[src/design/pfb_pkg.sv]
// Constants, field positions and types shared by the pin-function block.
// Assumes a 100 MHz pclk and an APB master that uses byte addresses.
// How it works
// - Two-bit code selects pin configuration 0..3
// - Thermistor select enables periodic 125 ms bias
// - Config 1: inhibit charging outside temperature range
// - Config 3: charger output mirrors fully-charged flag
// - Configs 0 and 2: charger output unused
// - Release insert pin to high-Z before sampling
// - Sample pin each second; low means present
// - Thermistor voltage near pull-up means disconnected
// - Detection disabled: host commands give presence
// - Insert command sets, remove command clears flag
package pfb_pkg;

	// ==========================================================
	// Register map (byte offsets)
	localparam logic [7:0] CFG_OFFSET        = 8'h00;
	localparam logic [7:0] CMD_OFFSET        = 8'h04;
	localparam logic [7:0] STATUS_OFFSET     = 8'h08;
	localparam logic [7:0] TLIM_OFFSET       = 8'h0c;
	localparam logic [7:0] DISC_OFFSET       = 8'h10;
	localparam logic [7:0] INT_STATUS_OFFSET = 8'h14;
	localparam logic [7:0] INT_MASK_OFFSET   = 8'h18;

	// ==========================================================
	// Field positions
	localparam int unsigned CFG_PFC_LSB     = 0;
	localparam int unsigned CFG_THERM_BIT   = 2;
	localparam int unsigned CFG_DETECT_BIT  = 3;
	localparam int unsigned CMD_INSERT_BIT  = 0;
	localparam int unsigned CMD_REMOVE_BIT  = 1;
	localparam int unsigned ST_PRESENT_BIT  = 0;
	localparam int unsigned ST_INHIBIT_BIT  = 1;
	localparam int unsigned ST_CHGOUT_BIT   = 2;
	localparam int unsigned ST_BIAS_BIT     = 3;
	localparam int unsigned ST_FULL_BIT     = 4;
	localparam int unsigned TLIM_HIGH_LSB   = 16;
	localparam int unsigned INT_INSERT_BIT  = 0;
	localparam int unsigned INT_REMOVE_BIT  = 1;
	localparam int unsigned INT_INHIBIT_BIT = 2;
	localparam int unsigned INT_MEAS_BIT    = 3;
	localparam int unsigned INT_W           = 4;
	localparam int unsigned TEMP_W          = 16;
	localparam int unsigned ADC_W           = 12;

	// ==========================================================
	// Reset values
	localparam logic [1:0]        PFC_RESET       = 2'h0;
	localparam logic              THERM_RESET     = 1'b0;
	localparam logic              DETECT_RESET    = 1'b1;
	localparam logic [TEMP_W-1:0] TLIM_LOW_RESET  = 16'h0000;
	localparam logic [TEMP_W-1:0] TLIM_HIGH_RESET = 16'hffff;
	localparam logic [ADC_W-1:0]  DISC_RESET      = 12'hf00;
	localparam logic [INT_W-1:0]  INT_MASK_RESET  = 4'h0;

	// ==========================================================
	// Pin function codes
	localparam logic [1:0] PFC_CONFIG0 = 2'b00;
	localparam logic [1:0] PFC_CONFIG1 = 2'b01;
	localparam logic [1:0] PFC_CONFIG2 = 2'b10;
	localparam logic [1:0] PFC_CONFIG3 = 2'b11;

	// ==========================================================
	// Timing
	localparam int unsigned CLK_PERIOD_NS  = 10;
	localparam int unsigned TICK_PERIOD_NS = 1000000;
	localparam int unsigned TICK_CYCLES    = TICK_PERIOD_NS / CLK_PERIOD_NS;
	localparam int unsigned POLL_PERIOD_MS = 1000;
	localparam int unsigned SLEEP_POLL_S   = 20;
	localparam int unsigned BIAS_TIME_MS   = 125;
	localparam int unsigned SETTLE_TIME_MS = 2;

	// ==========================================================
	// Types
	typedef enum logic [1:0] {
		MODE_DISCHARGE = 2'b00,
		MODE_RELAX     = 2'b01,
		MODE_CHARGE    = 2'b10,
		MODE_SLEEP     = 2'b11
	} pfb_mode_type;

	typedef enum logic [1:0] {
		SEQ_IDLE   = 2'b00,
		SEQ_SETTLE = 2'b01,
		SEQ_SAMPLE = 2'b10,
		SEQ_BIAS   = 2'b11
	} pfb_seq_type;

endpackage

[src/design/pfb_pin_function.sv]
// Pin function control: thermistor bias, charger control and battery presence.
// Assumes an APB master on pclk and gauge-core inputs on the same clock.
`timescale 1ns/1ps
module pfb_pin_function #(
	parameter int unsigned TICK_CYCLES = pfb_pkg::TICK_CYCLES
) (
	// Clock and reset
	input  logic                            pclk,
	input  logic                            presetn,
	// APB slave
	input  logic                            psel,
	input  logic                            penable,
	input  logic                            pwrite,
	input  logic [7:0]                      paddr,
	input  logic [31:0]                     pwdata,
	output logic [31:0]                     prdata,
	output logic                            pready,
	output logic                            pslverr,
	// Gauge core
	input  pfb_pkg::pfb_mode_type           gauge_mode,
	input  logic                            fully_charged_flag,
	input  logic [pfb_pkg::TEMP_W-1:0]      cell_temp,
	input  logic [pfb_pkg::ADC_W-1:0]       therm_adc,
	input  logic                            presence_check_req,
	// Battery insert pin
	input  logic                            battery_insert_pin_in,
	output logic                            battery_insert_pin_out,
	output logic                            battery_insert_pin_oe_n,
	// Charger and status
	output logic                            charger_control_out,
	output logic                            battery_present_flag,
	output logic                            irq
);
	// ==========================================================
	// Declarations
	logic                       ms_tick, sec_tick, sleep_slot;
	logic                       pin_meta_q, pin_sync_q;
	logic [1:0]                 pin_config_select_q, pin_config_select_d;
	logic                       external_thermistor_select_q, external_thermistor_select_d;
	logic                       insertion_detect_enable_q, insertion_detect_enable_d;
	logic [pfb_pkg::TEMP_W-1:0] tlim_low_q, tlim_low_d, tlim_high_q, tlim_high_d;
	logic [pfb_pkg::ADC_W-1:0]  disc_q, disc_d;
	logic [pfb_pkg::INT_W-1:0]  int_status_q, int_status_d, int_mask_q, int_mask_d, int_set;
	logic [31:0]                prdata_d, rd_word;
	logic                       addr_hit, wr_en, host_insert_cmd, host_remove_cmd;
	pfb_pkg::pfb_seq_type       seq_q, seq_d;
	logic [7:0]                 cnt_q, cnt_d;
	logic                       bias_due_q, bias_due_d, init_q, init_d;
	logic                       present_q, present_d;
	logic                       bias_due, start;
	logic                       ev_meas;
	logic                       inhibit_q, inhibit_d, chg_out_q, chg_out_d;

	pfb_timebase #(
		.TICK_CYCLES(TICK_CYCLES)
	) u_timebase (
		.pclk      (pclk),
		.presetn   (presetn),
		.ms_tick   (ms_tick),
		.sec_tick  (sec_tick),
		.sleep_slot(sleep_slot)
	);

	// ==========================================================
	// Pin synchroniser
	always_ff @(posedge pclk or negedge presetn) begin
		if (!presetn) begin
			pin_meta_q <= 1'b1;
			pin_sync_q <= 1'b1;
		end else begin
			pin_meta_q <= battery_insert_pin_in;
			pin_sync_q <= pin_meta_q;
		end
	end

	// ==========================================================
	// APB registers and interrupt
	assign pready = 1'b1;
	assign wr_en  = psel && penable && pwrite;

	always_comb begin
		addr_hit = 1'b1;
		rd_word  = '0;
		unique case (paddr)
			pfb_pkg::CFG_OFFSET: begin
				rd_word[pfb_pkg::CFG_PFC_LSB +: 2]    = pin_config_select_q;
				rd_word[pfb_pkg::CFG_THERM_BIT]       = external_thermistor_select_q;
				rd_word[pfb_pkg::CFG_DETECT_BIT]      = insertion_detect_enable_q;
			end
			pfb_pkg::CMD_OFFSET: begin
				rd_word = '0;
			end
			pfb_pkg::STATUS_OFFSET: begin
				rd_word[pfb_pkg::ST_PRESENT_BIT] = present_q;
				rd_word[pfb_pkg::ST_INHIBIT_BIT] = inhibit_q;
				rd_word[pfb_pkg::ST_CHGOUT_BIT]  = chg_out_q;
				rd_word[pfb_pkg::ST_BIAS_BIT]    = (seq_q == pfb_pkg::SEQ_BIAS);
				rd_word[pfb_pkg::ST_FULL_BIT]    = fully_charged_flag;
			end
			pfb_pkg::TLIM_OFFSET: begin
				rd_word = {tlim_high_q, tlim_low_q};
			end
			pfb_pkg::DISC_OFFSET: begin
				rd_word[pfb_pkg::ADC_W-1:0] = disc_q;
			end
			pfb_pkg::INT_STATUS_OFFSET: begin
				rd_word[pfb_pkg::INT_W-1:0] = int_status_q;
			end
			pfb_pkg::INT_MASK_OFFSET: begin
				rd_word[pfb_pkg::INT_W-1:0] = int_mask_q;
			end
			default: begin
				addr_hit = 1'b0;
			end
		endcase
	end

	assign pslverr = psel && penable && !addr_hit;

	always_comb begin
		prdata_d                     = prdata;
		pin_config_select_d          = pin_config_select_q;
		external_thermistor_select_d = external_thermistor_select_q;
		insertion_detect_enable_d    = insertion_detect_enable_q;
		tlim_low_d                   = tlim_low_q;
		tlim_high_d                  = tlim_high_q;
		disc_d                       = disc_q;
		int_mask_d                   = int_mask_q;
		host_insert_cmd              = 1'b0;
		host_remove_cmd              = 1'b0;
		int_status_d                 = int_status_q;
		if (psel && !penable) begin
			prdata_d = pwrite ? 32'h0000_0000 : rd_word;
		end
		if (wr_en && paddr == pfb_pkg::CFG_OFFSET) begin
			pin_config_select_d          = pwdata[pfb_pkg::CFG_PFC_LSB +: 2];
			external_thermistor_select_d = pwdata[pfb_pkg::CFG_THERM_BIT];
			insertion_detect_enable_d    = pwdata[pfb_pkg::CFG_DETECT_BIT];
		end
		if (wr_en && paddr == pfb_pkg::CMD_OFFSET) begin
			host_insert_cmd = pwdata[pfb_pkg::CMD_INSERT_BIT];
			host_remove_cmd = pwdata[pfb_pkg::CMD_REMOVE_BIT];
		end
		if (wr_en && paddr == pfb_pkg::TLIM_OFFSET) begin
			tlim_low_d  = pwdata[pfb_pkg::TEMP_W-1:0];
			tlim_high_d = pwdata[pfb_pkg::TLIM_HIGH_LSB +: pfb_pkg::TEMP_W];
		end
		if (wr_en && paddr == pfb_pkg::DISC_OFFSET) begin
			disc_d = pwdata[pfb_pkg::ADC_W-1:0];
		end
		if (wr_en && paddr == pfb_pkg::INT_MASK_OFFSET) begin
			int_mask_d = pwdata[pfb_pkg::INT_W-1:0];
		end
		if (wr_en && paddr == pfb_pkg::INT_STATUS_OFFSET) begin
			int_status_d = int_status_q & ~pwdata[pfb_pkg::INT_W-1:0];
		end
		// New events win over a clear in the same cycle
		int_status_d = int_status_d | int_set;
	end

	always_ff @(posedge pclk or negedge presetn) begin
		if (!presetn) begin
			prdata                       <= '0;
			pin_config_select_q          <= pfb_pkg::PFC_RESET;
			external_thermistor_select_q <= pfb_pkg::THERM_RESET;
			insertion_detect_enable_q    <= pfb_pkg::DETECT_RESET;
			tlim_low_q                   <= pfb_pkg::TLIM_LOW_RESET;
			tlim_high_q                  <= pfb_pkg::TLIM_HIGH_RESET;
			disc_q                       <= pfb_pkg::DISC_RESET;
			int_mask_q                   <= pfb_pkg::INT_MASK_RESET;
			int_status_q                 <= '0;
		end else begin
			prdata                       <= prdata_d;
			pin_config_select_q          <= pin_config_select_d;
			external_thermistor_select_q <= external_thermistor_select_d;
			insertion_detect_enable_q    <= insertion_detect_enable_d;
			tlim_low_q                   <= tlim_low_d;
			tlim_high_q                  <= tlim_high_d;
			disc_q                       <= disc_d;
			int_mask_q                   <= int_mask_d;
			int_status_q                 <= int_status_d;
		end
	end

	assign irq = |(int_status_q & int_mask_q);

	// ==========================================================
	// Bias schedule and presence sequencer
	always_comb begin
		bias_due = 1'b0;
		if (external_thermistor_select_q) begin
			if (pin_config_select_q != pfb_pkg::PFC_CONFIG2) begin
				bias_due = 1'b1;
			end else begin
				unique case (gauge_mode)
					pfb_pkg::MODE_DISCHARGE: bias_due = 1'b1;
					pfb_pkg::MODE_RELAX:     bias_due = 1'b1;
					pfb_pkg::MODE_CHARGE:    bias_due = 1'b0;
					pfb_pkg::MODE_SLEEP:     bias_due = sleep_slot;
				endcase
			end
		end
	end

	assign start = sec_tick || presence_check_req || init_q;

	always_comb begin
		seq_d      = seq_q;
		cnt_d      = cnt_q;
		bias_due_d = bias_due_q;
		init_d     = init_q;
		present_d  = present_q;
		ev_meas    = 1'b0;
		unique case (seq_q)
			pfb_pkg::SEQ_IDLE: begin
				if (start) begin
					init_d     = 1'b0;
					bias_due_d = bias_due;
					if (insertion_detect_enable_q) begin
						seq_d = pfb_pkg::SEQ_SETTLE;
						cnt_d = 8'(pfb_pkg::SETTLE_TIME_MS);
					end else if (bias_due) begin
						seq_d = pfb_pkg::SEQ_BIAS;
						cnt_d = 8'(pfb_pkg::BIAS_TIME_MS);
					end
				end
			end
			pfb_pkg::SEQ_SETTLE: begin
				if (ms_tick) begin
					cnt_d = cnt_q - 8'h01;
					if (cnt_q == 8'h01) begin
						seq_d = pfb_pkg::SEQ_SAMPLE;
					end
				end
			end
			pfb_pkg::SEQ_SAMPLE: begin
				if (insertion_detect_enable_q) begin
					present_d = !pin_sync_q;
				end
				if (bias_due_q) begin
					seq_d = pfb_pkg::SEQ_BIAS;
					cnt_d = 8'(pfb_pkg::BIAS_TIME_MS);
				end else begin
					seq_d = pfb_pkg::SEQ_IDLE;
				end
			end
			pfb_pkg::SEQ_BIAS: begin
				if (ms_tick) begin
					cnt_d = cnt_q - 8'h01;
					if (cnt_q == 8'h01) begin
						seq_d   = pfb_pkg::SEQ_IDLE;
						ev_meas = 1'b1;
						if (insertion_detect_enable_q && therm_adc >= disc_q) begin
							present_d = 1'b0;
						end
					end
				end
			end
		endcase
		if (!insertion_detect_enable_q) begin
			if (host_insert_cmd) begin
				present_d = 1'b1;
			end
			if (host_remove_cmd) begin
				present_d = 1'b0;
			end
		end
	end

	always_ff @(posedge pclk or negedge presetn) begin
		if (!presetn) begin
			seq_q      <= pfb_pkg::SEQ_IDLE;
			cnt_q      <= '0;
			bias_due_q <= 1'b0;
			init_q     <= 1'b1;
			present_q  <= 1'b0;
		end else begin
			seq_q      <= seq_d;
			cnt_q      <= cnt_d;
			bias_due_q <= bias_due_d;
			init_q     <= init_d;
			present_q  <= present_d;
		end
	end

	// Pin drives high only while biasing, otherwise it floats
	assign battery_insert_pin_out  = (seq_q == pfb_pkg::SEQ_BIAS);
	assign battery_insert_pin_oe_n = (seq_q != pfb_pkg::SEQ_BIAS);
	assign battery_present_flag    = present_q;

	// ==========================================================
	// Charger control output
	always_comb begin
		inhibit_d = (cell_temp < tlim_low_q) || (cell_temp > tlim_high_q);
		unique case (pin_config_select_q)
			pfb_pkg::PFC_CONFIG1: chg_out_d = inhibit_q;
			pfb_pkg::PFC_CONFIG3: chg_out_d = fully_charged_flag;
			pfb_pkg::PFC_CONFIG0: chg_out_d = 1'b0;
			pfb_pkg::PFC_CONFIG2: chg_out_d = 1'b0;
		endcase
	end

	always_ff @(posedge pclk or negedge presetn) begin
		if (!presetn) begin
			inhibit_q <= 1'b0;
			chg_out_q <= 1'b0;
		end else begin
			inhibit_q <= inhibit_d;
			chg_out_q <= chg_out_d;
		end
	end

	assign charger_control_out = chg_out_q;

	// ==========================================================
	// Interrupt events
	always_comb begin
		int_set                           = '0;
		int_set[pfb_pkg::INT_INSERT_BIT]  = present_d && !present_q;
		int_set[pfb_pkg::INT_REMOVE_BIT]  = !present_d && present_q;
		int_set[pfb_pkg::INT_INHIBIT_BIT] = inhibit_d != inhibit_q;
		int_set[pfb_pkg::INT_MEAS_BIT]    = ev_meas;
	end

endmodule

[src/design/pfb_timebase.sv]
// Millisecond, one-second and twenty-second enable pulses.
// Assumes one free-running pclk; all pulses last one cycle.
`timescale 1ns/1ps
module pfb_timebase #(
	parameter int unsigned TICK_CYCLES = pfb_pkg::TICK_CYCLES
) (
	// Clock and reset
	input  logic pclk,
	input  logic presetn,
	// Enables
	output logic ms_tick,
	output logic sec_tick,
	output logic sleep_slot
);
	localparam int unsigned CW = $clog2(TICK_CYCLES + 1);

	logic [CW-1:0] cyc_q, cyc_d;
	logic [9:0]    ms_q, ms_d;
	logic [4:0]    sec_q, sec_d;
	logic          ms_tick_d, sec_tick_d, slot_d;

	// ==========================================================
	// Dividers
	always_comb begin
		cyc_d      = cyc_q + CW'(1);
		ms_d       = ms_q;
		sec_d      = sec_q;
		ms_tick_d  = 1'b0;
		sec_tick_d = 1'b0;
		slot_d     = 1'b0;
		if (cyc_q == CW'(TICK_CYCLES - 1)) begin
			cyc_d     = '0;
			ms_tick_d = 1'b1;
			ms_d      = ms_q + 10'h001;
			if (ms_q == 10'(pfb_pkg::POLL_PERIOD_MS - 1)) begin
				ms_d       = '0;
				sec_tick_d = 1'b1;
				sec_d      = sec_q + 5'h01;
				if (sec_q == 5'(pfb_pkg::SLEEP_POLL_S - 1)) begin
					sec_d  = '0;
					slot_d = 1'b1;
				end
			end
		end
	end

	always_ff @(posedge pclk or negedge presetn) begin
		if (!presetn) begin
			cyc_q      <= '0;
			ms_q       <= '0;
			sec_q      <= '0;
			ms_tick    <= 1'b0;
			sec_tick   <= 1'b0;
			sleep_slot <= 1'b0;
		end else begin
			cyc_q      <= cyc_d;
			ms_q       <= ms_d;
			sec_q      <= sec_d;
			ms_tick    <= ms_tick_d;
			sec_tick   <= sec_tick_d;
			sleep_slot <= slot_d;
		end
	end

endmodule

[config.mk]
export PLATFORM = sky130hd
export DESIGN_NAME = pfb_pin_function
export DESIGN_NICKNAME = d
export VERILOG_FILES = /design/src/design/pfb_pkg.sv /design/src/design/pfb_pin_function.sv /design/src/design/pfb_timebase.sv
export SDC_FILE = /design/constraint.sdc
export NUM_CORES = 1
export LEC_CHECK = 0
export BUFFER_PORTS_ARGS = -buffer_cell sky130_fd_sc_hd__buf_2
export CAP_MARGIN = 30
export CORE_ASPECT_RATIO = 1.4
export CORE_MARGIN = 1
export CORE_UTILIZATION = 47
export DETAILED_ROUTE_END_ITERATION = 12
export PLACE_DENSITY_LB_ADDON = 0.15
export SLEW_MARGIN = 20
export SYNTH_ARGS = -nofsm -noshare
export SYNTH_HDL_FRONTEND = slang
export SYNTH_SLANG_ARGS = --single-unit
[constraint.sdc]
create_clock -name pclk -period 3.4 [get_ports pclk]
set_input_delay 0.51 -clock pclk [delete_from_list [all_inputs] [get_ports pclk]]
set_output_delay 0.51 -clock pclk [all_outputs]
set_load 0.01 [all_outputs]
==> metrics, run 1 <==
status=finished clean; total power=3.75 mW; CTS Buffer Depth=2; leakage power=4.36 nW; DRT antenna net count=0; Synthesis Warnings=0; post-cts sizing count=0; Min Hold Slack=99.0 ps; pin count of the biggest net entering global routing=68; DRC=0; Slew @ Worst Pin=697 ps; Synthesized Nets=848; Distinct cells, synth=65; nets@finish=966; WP data arrival=2670 ps; vias in the first global route=6008; antenna violations before repair=0; clock root cell=clkbuf_16; mapped cell area=7210 um^2; Seq/Total Area, Yosys=49.0%; max-slew violation count=0; cts bufs inserted=17; RR Startpoint=u_timebase.cyc_q[5]$_DFF_PN0_; count leader, synth=dfrtp_1; f_max=422 MHz; site row count=53; worst-path fanout max=13; DR vias/cell=5.49; Synth top area share=40.3%; Clk pin slew, worst setup/hold paths=60 ps; #FFs+latches synth=140; RSZ-0062 raised after global routing=no; CP startpoint kind=register; Avg Cell Area, Syn=9.98 um^2; Worst setup EP type=register; reg2reg end=u_timebase.sec_q[4]$_DFFE_PN0P_; worst hold path type=primary input to asynchronous set/reset pin; synth-to-layout area growth=19.4%; setup TNS=0 ps; clk sink count=140; Starting DRT DRC Count=290; Final Util=57.4%; diode count=0; Syn Inst Count=722; Slew Limit Headroom=53.2%; Inst Count DP=1013; first-pass GRT wire length=28500 um; io pins=117; die height=149 um; R2R Setup Slk=1030 ps; Die X=107 um; gr ovfl total=0; critical path class=register to register; H-tree lvl count=4; Tot GR Track Use=22.8%; VDD IR max=0.324 mV; cts hold-fix bufs=0; TritonCTS clock tree=done; post-DR wirelength/cell=16.3 um; port bufs=115; Final Hold Viols=0; ys async rst share=100%; Clk Latency, worst-skew pair=410 ps; synth cell count leaders=116 x dfrtp_1, 93 x nand2_1, 67 x o21ai_0; final setup vio count=0; total wire length=17000 um; number of post-CTS setup repair buffers=0; Non-Filler Instances=1045; starting density of the core=48.1%; Reg2Reg Depth=7; leading area contributor after synthesis=dfrtp_1; fin crit period=2370 ps; die footprint=15800 um^2; GPL Wtd Cong=0.843; ys flop type=dfrtp_1; critical path required time=3700 ps; Max Cap Viol=0; DRT Pass-1 Iters=4; share of layout cells above drive strength 1=24.6%; via count=5742; Area contributors post-synth=dfrtp_1 40%, dfstp_2 8.8%, ha_1 8.3%, nand2_1 4.8%, o21ai_0 4.7%; period utilization=69.8%; core region area=15000 um^2; P per Cell Area=437 nW/um^2; placed wire-length estimate=12900 um; Post-synth EDFFs=0; worst clock skew=13.5 ps
## worst max path at each step
stage | from | end | depth (start not counted)
finish | u_timebase.cyc_q[5]$_DFF_PN0_ | u_timebase.sec_q[4]$_DFFE_PN0P_ | 7
detailed placement | paddr[0] | int_mask_q[1]$_DFFE_PN0P_ | 7
global placement | paddr[0] | int_mask_q[0]$_DFFE_PN0P_ | 7
floorplan | paddr[0] | int_mask_q[0]$_DFFE_PN0P_ | 7
CTS | u_timebase.cyc_q[5]$_DFF_PN0_ | u_timebase.sec_q[4]$_DFFE_PN0P_ | 7
global route | u_timebase.cyc_q[5]$_DFF_PN0_ | u_timebase.ms_q[6]$_DFFE_PN0P_ | 7
## stage by stage
stage          area [um^2]  worst slack (ps)
6_report              8600              1030
5_1_grt               8600               817
4_1_cts               8600               987
3_5_place_dp          8010               803
3_3_place_gp          8010               836
2_1_floorplan         7210              1050
## area by class of cell
cell class / instances / area (um^2)
sequential: 140 / 3530
clock inverter: 14 / 158
tap: 192 / 240
multi-input combinational: 493 / 3340
fill: 1312 / 6390
inverter: 64 / 240
timing repair buffer: 124 / 662
clock buffer: 18 / 429
## where the power goes
| part | total, mW | switching [mW] | internal, mW |
|---|---|---|---|
| Sequential | 1.70 | 0.0128 | 1.69 |
| Clock | 1.84 | 0.743 | 1.10 |
| Combinational | 0.211 | 0.132 | 0.0786 |
| Total | 3.75 | 0.888 | 2.87 |
## worst max-delay path, cell delays in order, from the launching register on
cell and delay (ps):
dfrtp_1 410, or4b_4 590, nor4_4 380, inv_2 70, nor2_2 410, nand2_1 170
a21oi_1 150, o2bb2ai_1 80
## cells by family after synthesis
kind of cell	count (synthesis)	share of synthesized area (%)
muxes	21	3.11
and+or+nand+nor	221	16.0
AOI/OAI and AO/OA	182	16.2
xor gates and xnor gates	20	2.43
DFF	140	49.0
other	1	0.0520
adders and majority gates	48	8.33
buffers and inverters	89	4.84
## flip-flops by register name, indices dropped and copies added, names as in the netlist, 4 cells and up
signal            flops
cnt_q                 8
disc_q               12
int_mask_q            4
int_status_q          4
prdata               32
tlim_high_q          16
tlim_low_q           16
u_timebase.cyc_q     17
u_timebase.ms_q      10
u_timebase.sec_q      5
## routing by layer
layer	wire [um]	vias to the layer above	global-route usage (%)
li1	-	2799	-
met1	6790	2804	25.9
met2	9350	117	41.7
met3	580	22	4.25
met4	304	0	9.32
met5	0	-	0
## placed cells by master, fill, tap and decap left out, types with 5 or more instances in the layout
cell         n
a211oi_1     8
a21o_1      11
a21oi_1     28
a22o_1      22
a22oi_1      9
buf_2      114
buf_4        8
clkbuf_16   17
dfrtp_1    116
dfstp_2     24
ha_1        48
inv_1       63
inv_6        5
mux2_2      11
mux2i_1     10
nand2_1     93
nand3_1     19
nand4_1     17
nor2_1      33
nor3_1      14
o21ai_0     67
or3_1        5
xnor2_1      8
xor2_1      12
(Power assumes the default switching activity.)
==> run 2: changes to the inputs <==
--- a/config.mk
+++ b/config.mk
@@ -5,6 +5,7 @@
 export SDC_FILE = /design/constraint.sdc
 export NUM_CORES = 1
 export LEC_CHECK = 0
+export ABC_AREA = 1
 export BUFFER_PORTS_ARGS = -buffer_cell sky130_fd_sc_hd__buf_2
 export CAP_MARGIN = 30
 export CORE_ASPECT_RATIO = 1.4
==> constraint.sdc (replaced) <==
create_clock -name pclk -period 2.4 [get_ports pclk]
set_input_delay 0.36 -clock pclk [delete_from_list [all_inputs] [get_ports pclk]]
set_output_delay 0.36 -clock pclk [all_outputs]
set_load 0.01 [all_outputs]
==> run 2 against run 1 <==
  * Synthesized area rose by 4.5%
  * Clock skew fell by 7.1 ps
  * Count of clock-buffer cells in the layout rose by 2
  * First-iteration DRC count fell by 12%
  * Power rose by 49%
  * Non-clock buffer count rose by 3
  * Core utilization rose by 0.44 points
  * Sequential cell count did not move
  * Clock power rose by 57%
  * Largest power group unchanged
  * Highest routed layer unchanged
==> metrics, run 2 <==
status=finished clean; Avg Cell Area, Syn=8.42 um^2; die height=152 um; via count=6273; Synthesis Warnings=0; fillcell total=1473; P per Cell Area=621 nW/um^2; Final Hold Viols=0; WP data arrival=1570 ps; TritonCTS clock tree=done; share of layout cells above drive strength 1=20.5%; first-pass GRT wire length=29700 um; setup TNS=0 ps; synth-to-layout area growth=19.8%; antenna violations before repair=0; Area contributors post-synth=dfrtp_1 39%, nand2_1 9.8%, dfstp_2 8.4%, ha_1 8.0%, inv_1 6.7%; Final Cell Area=9030 um^2; core region area=15600 um^2; DRC=0; register name with the most flops=prdata; DR vias/cell=5.10; post-DR wirelength/cell=14.7 um; GPL Wtd Cong=0.902; total wire length=18000 um; port bufs=115; largest registers=prdata x32, u_timebase.cyc_q x17; Tot GR Track Use=23.3%; ys flop type=dfrtp_1; CP startpoint kind=register; Post-DP Area=8370 um^2; diode count=0; cts bufs inserted=17; critical path required time=2040 ps; VDD IR max=0.498 mV; Worst path top cell family by delay=flip-flops; vias in the first global route=6188; slowest stage delay, CP=530 ps; site row count=54; f_max=519 MHz; placed wire-length estimate=13800 um; worst hold path type=primary input to register; RSZ-0062 raised after global routing=no; Die X=109 um; mapped cell area=7530 um^2; worst-path fanout max=10; most frequent cells in the layout=196 x nand2_1, 135 x inv_1, 116 x dfrtp_1; H-tree lvl count=4; clock root cell=clkbuf_16; max FFs per register=32; leakage power=4.65 nW; Starting DRT DRC Count=256; pin count of the biggest net entering global routing=60; Inst Count DP=1196; Non-Filler Instances=1229; Slew Limit Headroom=55.3%; cts hold-fix bufs=1; Synthesized Nets=1021; number of post-CTS setup repair buffers=0; Distinct cells, synth=47; gr ovfl total=0; Clk pin slew, worst setup/hold paths=60 ps; Crit path buffers/inverters=2; period utilization=80.3%; final setup vio count=0; #FFs+latches synth=140; area of the multi-input gates=3370 um^2; die footprint=16500 um^2; ys async rst share=100%; Min Hold Slack=34.3 ps; leading area contributor after synthesis=dfrtp_1; leading cell type in the layout, fill and taps excluded=nand2_1; CTS Buffer Depth=2; Worst setup EP type=output port; register area=3530 um^2; synth cell count leaders=196 x nand2_1, 135 x inv_1, 116 x dfrtp_1; starting density of the core=48.3%; Syn Inst Count=895; Max Cap Viol=0; Clk Latency, worst-skew pair=420 ps; Final Util=57.8%; Seq/Total Area, Yosys=46.9%; clk sink count=140; Post-synth EDFFs=0; nets@finish=1146; max-slew violation count=0; DRT antenna net count=0; fin crit period=1930 ps; crit-path cells=nand2_1, inv_1, buf_2; Synth top area share=38.5%; count leader, synth=nand2_1; worst clock skew=6.40 ps; critical path class=register to output port; DRT Pass-1 Iters=5; Crit-path slowest cell=dfrtp_1; io pins=117; Slew @ Worst Pin=669 ps; post-cts sizing count=0
[run 2: cell count changes after synthesis, sizes merged, moves of 19 or more]
| cell | change |
|---|---|
| inv | +77 |
| nand2 | +107 |
| nor2 | +29 |
| nand3 | +19 |
| a32o | +20 |
| a21oi | +21 |
[run 2: layout make-up]
| cell class | count | share of cell area (%) |
|---|---|---|
| Sequential cell | 140 | 39.1 |
| Multi-Input combinational cell | 592 | 37.3 |
| Timing Repair Buffer | 127 | 7.75 |
| Inverter | 142 | 5.91 |
| Clock buffer | 20 | 5.06 |
| Tap cell | 196 | 2.72 |
| Clock inverter | 12 | 2.13 |
[run 2: kinds of logic (layout without fill, tap and decap cells)]
group | after synthesis | in the layout | synth area share, %
mux | 2 | 2 | 0.282
compound gates | 172 | 172 | 13.9
fa+ha+maj | 48 | 48 | 7.97
buf+inv | 163 | 301 | 8.45
simple gates | 350 | 350 | 20.2
flops | 140 | 140 | 46.9
other cells | 1 | 1 | 0.0498
xor+xnor | 19 | 19 | 2.21
[run 2: path summary, 6_finish.rpt]
path / from / end / slack (ps) / cells past startpoint
max: seq_q[0]$_DFFE_PN0P_ / battery_insert_pin_out / 470 / 3
min: battery_insert_pin_in / pin_meta_q$_DFF_PN1_ / 30 / 1
max reg2reg: disc_q[11]$_DFFE_PN1P_ / int_status_q[1]$_DFF_PN0_ / 560 / 12
min reg2reg: pin_meta_q$_DFF_PN1_ / pin_sync_q$_DFF_PN1_ / 360 / 0
max in group asynchronous: presetn / tlim_high_q[14]$_DFFE_PN1P_ / 1230 / 3
min in group asynchronous: presetn / disc_q[7]$_DFFE_PN0P_ / 480 / 2
[run 2: worst reg2reg max path, stage by stage, from the launching register on]
cell and delay [ps]:
dfstp_2 530, inv_1 50, ha_1 290, a21oi_1 200, nand2_1 80, a21oi_1 130, nand2_1 90, nand2_1 60
nand2_1 40, nand2_1 70, nand2_1 70, nand2_1 60, nand2_1 40
[run 2: where the power goes]
part / total (mW) / internal (mW) / switching, mW
Sequential: 2.41 / 2.39 / 0.0178
Combinational: 0.312 / 0.117 / 0.196
Clock: 2.88 / 1.89 / 0.993
Total: 5.61 / 4.40 / 1.21
[run 2: per-layer routing]
metal,vias up,track usage [%],share of wire [%]
li1,3196,-,-
met1,2934,27.1,42
met2,113,41.4,52
met3,30,4.42,3.5
met4,0,8.82,2.6
met5,-,0,0
[run 2: stage by stage]
step / setup slack, ps / power (mW)
2_1_floorplan: 802 / 2.58
3_3_place_gp: 578 / 2.76
3_5_place_dp: 505 / 2.77
4_1_cts: 434 / 5.68
5_1_grt: 364 / 5.83
6_report: 473 / 5.61
==> run 3: changes to the inputs <==
==> constraint.sdc (replaced) <==
create_clock -name pclk -period 1.6 [get_ports pclk]
set_input_delay 0.24 -clock pclk [delete_from_list [all_inputs] [get_ports pclk]]
set_output_delay 0.24 -clock pclk [all_outputs]
set_load 0.01 [all_outputs]
==> run 3 against run 2 <==
  * The run now ends with negative setup slack left
  * Wire length increased by 8.0%
  * Sequential share of layout area is 3.2 points lower
  * Critical endpoint is now int_status_q[2]$_DFF_PN0_
  * Cell area grew 8.8%
  * Non-clock buffer count up 69
==> metrics, run 3 (synthesis results as in run 2) <==
max FFs per register=32; pin count of the biggest net entering global routing=33; DRT Pass-1 Iters=7; pre-CTS setup slack=-185 ps; post-DR wirelength/cell=15.0 um; die footprint=16500 um^2; VDD IR max=0.628 mV; hold path endpoint=tlim_high_q[15]$_DFFE_PN1P_; placed wire-length estimate=14500 um; share of layout cells above drive strength 1=29.9%; DR vias/cell=5.13; synth-to-layout area growth=30.4%; starting density of the core=48.3%; Hold Crit Depth=3; final setup vio count=6; worst clock skew=13.0 ps; Gate power share=6.8%; worst hold path type=primary input to register; port bufs=115; TritonCTS clock tree=done; clock root cell=clkbuf_16; cts bufs inserted=17; die height=152 um; power share of the clock group=48.2%; leakage power=5.00 nW; worst-path fanout max=2; first-pass GRT wire length=31700 um; final setup margin=-126 ps; gr ovfl total=0; Min Hold Slack=45.1 ps; io pins=117; leading cell type in the layout, fill and taps excluded=nand2_1; total wire length=19400 um; Non-Filler Instances=1298; Final Hold Viols=0; Starting DRT DRC Count=351; Tot GR Track Use=25.0%; Inst Count DP=1253; setup TNS=-373 ps; P_int=6.17 mW; largest registers=prdata x32, u_timebase.cyc_q x17; sequential power share=45.0%; DRC=0; Worst setup EP type=register; CTS Buffer Depth=2; clk sink count=140; WP data arrival=2030 ps; R2R Setup Slk=-130 ps; register name with the most flops=prdata; Clk pin slew, worst setup/hold paths=60 ps; Clk Latency, worst-skew pair=430 ps; reg2reg end=int_status_q[2]$_DFF_PN0_; nets@finish=1215; NetSw=1.88 mW; total power=8.05 mW; GPL Wtd Cong=0.842; DRT antenna net count=0; status=finished, violations left; critical path required time=1900 ps; failing checks=negative setup slack; period utilization=108%; f_max=579 MHz; most frequent cells in the layout=183 x nand2_1, 126 x inv_1, 116 x dfrtp_1; RSZ-0062 raised after global routing=yes; site row count=54; fin crit period=1730 ps; H-tree lvl count=4; vias in the first global route=6634; RR Startpoint=tlim_high_q[9]$_DFFE_PN1P_; via count=6653; antenna violations before repair=0; hold_sp=pwdata[31]; P per Cell Area=820 nW/um^2; Reg2Reg Depth=10; core region area=15600 um^2; diode count=0; Switching Share=23.3%; CP startpoint kind=register; Die X=109 um; Max Cap Viol=0; max-slew violation count=0; critical path class=register to register
==> run 3: cell types whose count changed in the layout (fill, tap and decap cells not counted), sizes merged <==
cell         previous run  this run
buf                   126       194
bufinv                  5         2
clkinvlp                3         6
dlygate4sd3             1         2
==> run 3: per-layer routing <==
layer | global-route usage (%) | share of wire (%)
met1 | 29.0 | 41
met3 | 5.06 | 3.6
met4 | 8.62 | 1.8
met2 | 44.9 | 54
met5 | 0 | 0
==> run 3: worst max path at each step <==
stage,startpoint,to,slack [ps],cells after the start
after floorplan,u_timebase.cyc_q[0]$_DFF_PN0_,u_timebase.ms_q[9]$_DFFE_PN0P_,2,9
after global placement,tlim_high_q[15]$_DFFE_PN1P_,int_status_q[2]$_DFF_PN0_,-100,9
after detailed placement,tlim_high_q[15]$_DFFE_PN1P_,int_status_q[2]$_DFF_PN0_,-180,9
after CTS,tlim_high_q[7]$_DFFE_PN1P_,int_status_q[2]$_DFF_PN0_,-100,11
after global routing,tlim_high_q[2]$_DFFE_PN1P_,int_status_q[2]$_DFF_PN0_,-240,14
final,tlim_high_q[9]$_DFFE_PN1P_,int_status_q[2]$_DFF_PN0_,-130,10
==> run 3: cell type report <==
type	instances	area, um^2
Multi-Input combinational cell	592	3630
Clock inverter	12	123
Tap cell	196	245
Inverter	142	539
Sequential cell	140	3530
Fill cell	1389	5790
Clock buffer	20	457
Timing Repair Buffer	196	1300
==> run 3: timing repair <==
| action | CTS | global route |
|---|---|---|
| endpoints found under the hold margin | 27 | 0 |
| setup buffers | 4 | 7 |
| resized for setup | 33 | 29 |
| pin swaps | 17 | 12 |
| setup endpoints to repair | 23 | 30 |
| hold buffers | 2 | 0 |
| gates cloned | 0 | 0 |
==> run 3: metrics by stage <==
| step | instance area, um^2 | util (%) |
|---|---|---|
| floorplan | 7530 | - |
| global placement | 8860 | 56.8 |
| detailed placement | 8860 | 56.8 |
| CTS | 9650 | 61.9 |
| global route | 9820 | 62.9 |
| finish | 9820 | 62.9 |
==> run 3: critical path, cell delays in order, from the launching register on <==
cell and delay, ps:
dfstp_2 530, inv_2 50, ha_4 210, a21oi_2 150, o21ai_0 110, a21oi_1 190
nand2_1 100, nand2_2 90, nand2_2 60, nand2_1 50, nand3_1 60
==> run 3: power groups by stage <==
stage / combinational [mW] / clock (mW) / sequential, mW
floorplan: 0.202 / 0 / 3.67
global placement: 0.495 / 0 / 3.68
detailed placement: 0.502 / 0 / 3.68
CTS: 0.543 / 3.93 / 3.62
global route: 0.625 / 4.09 / 3.62
finish: 0.548 / 3.88 / 3.62
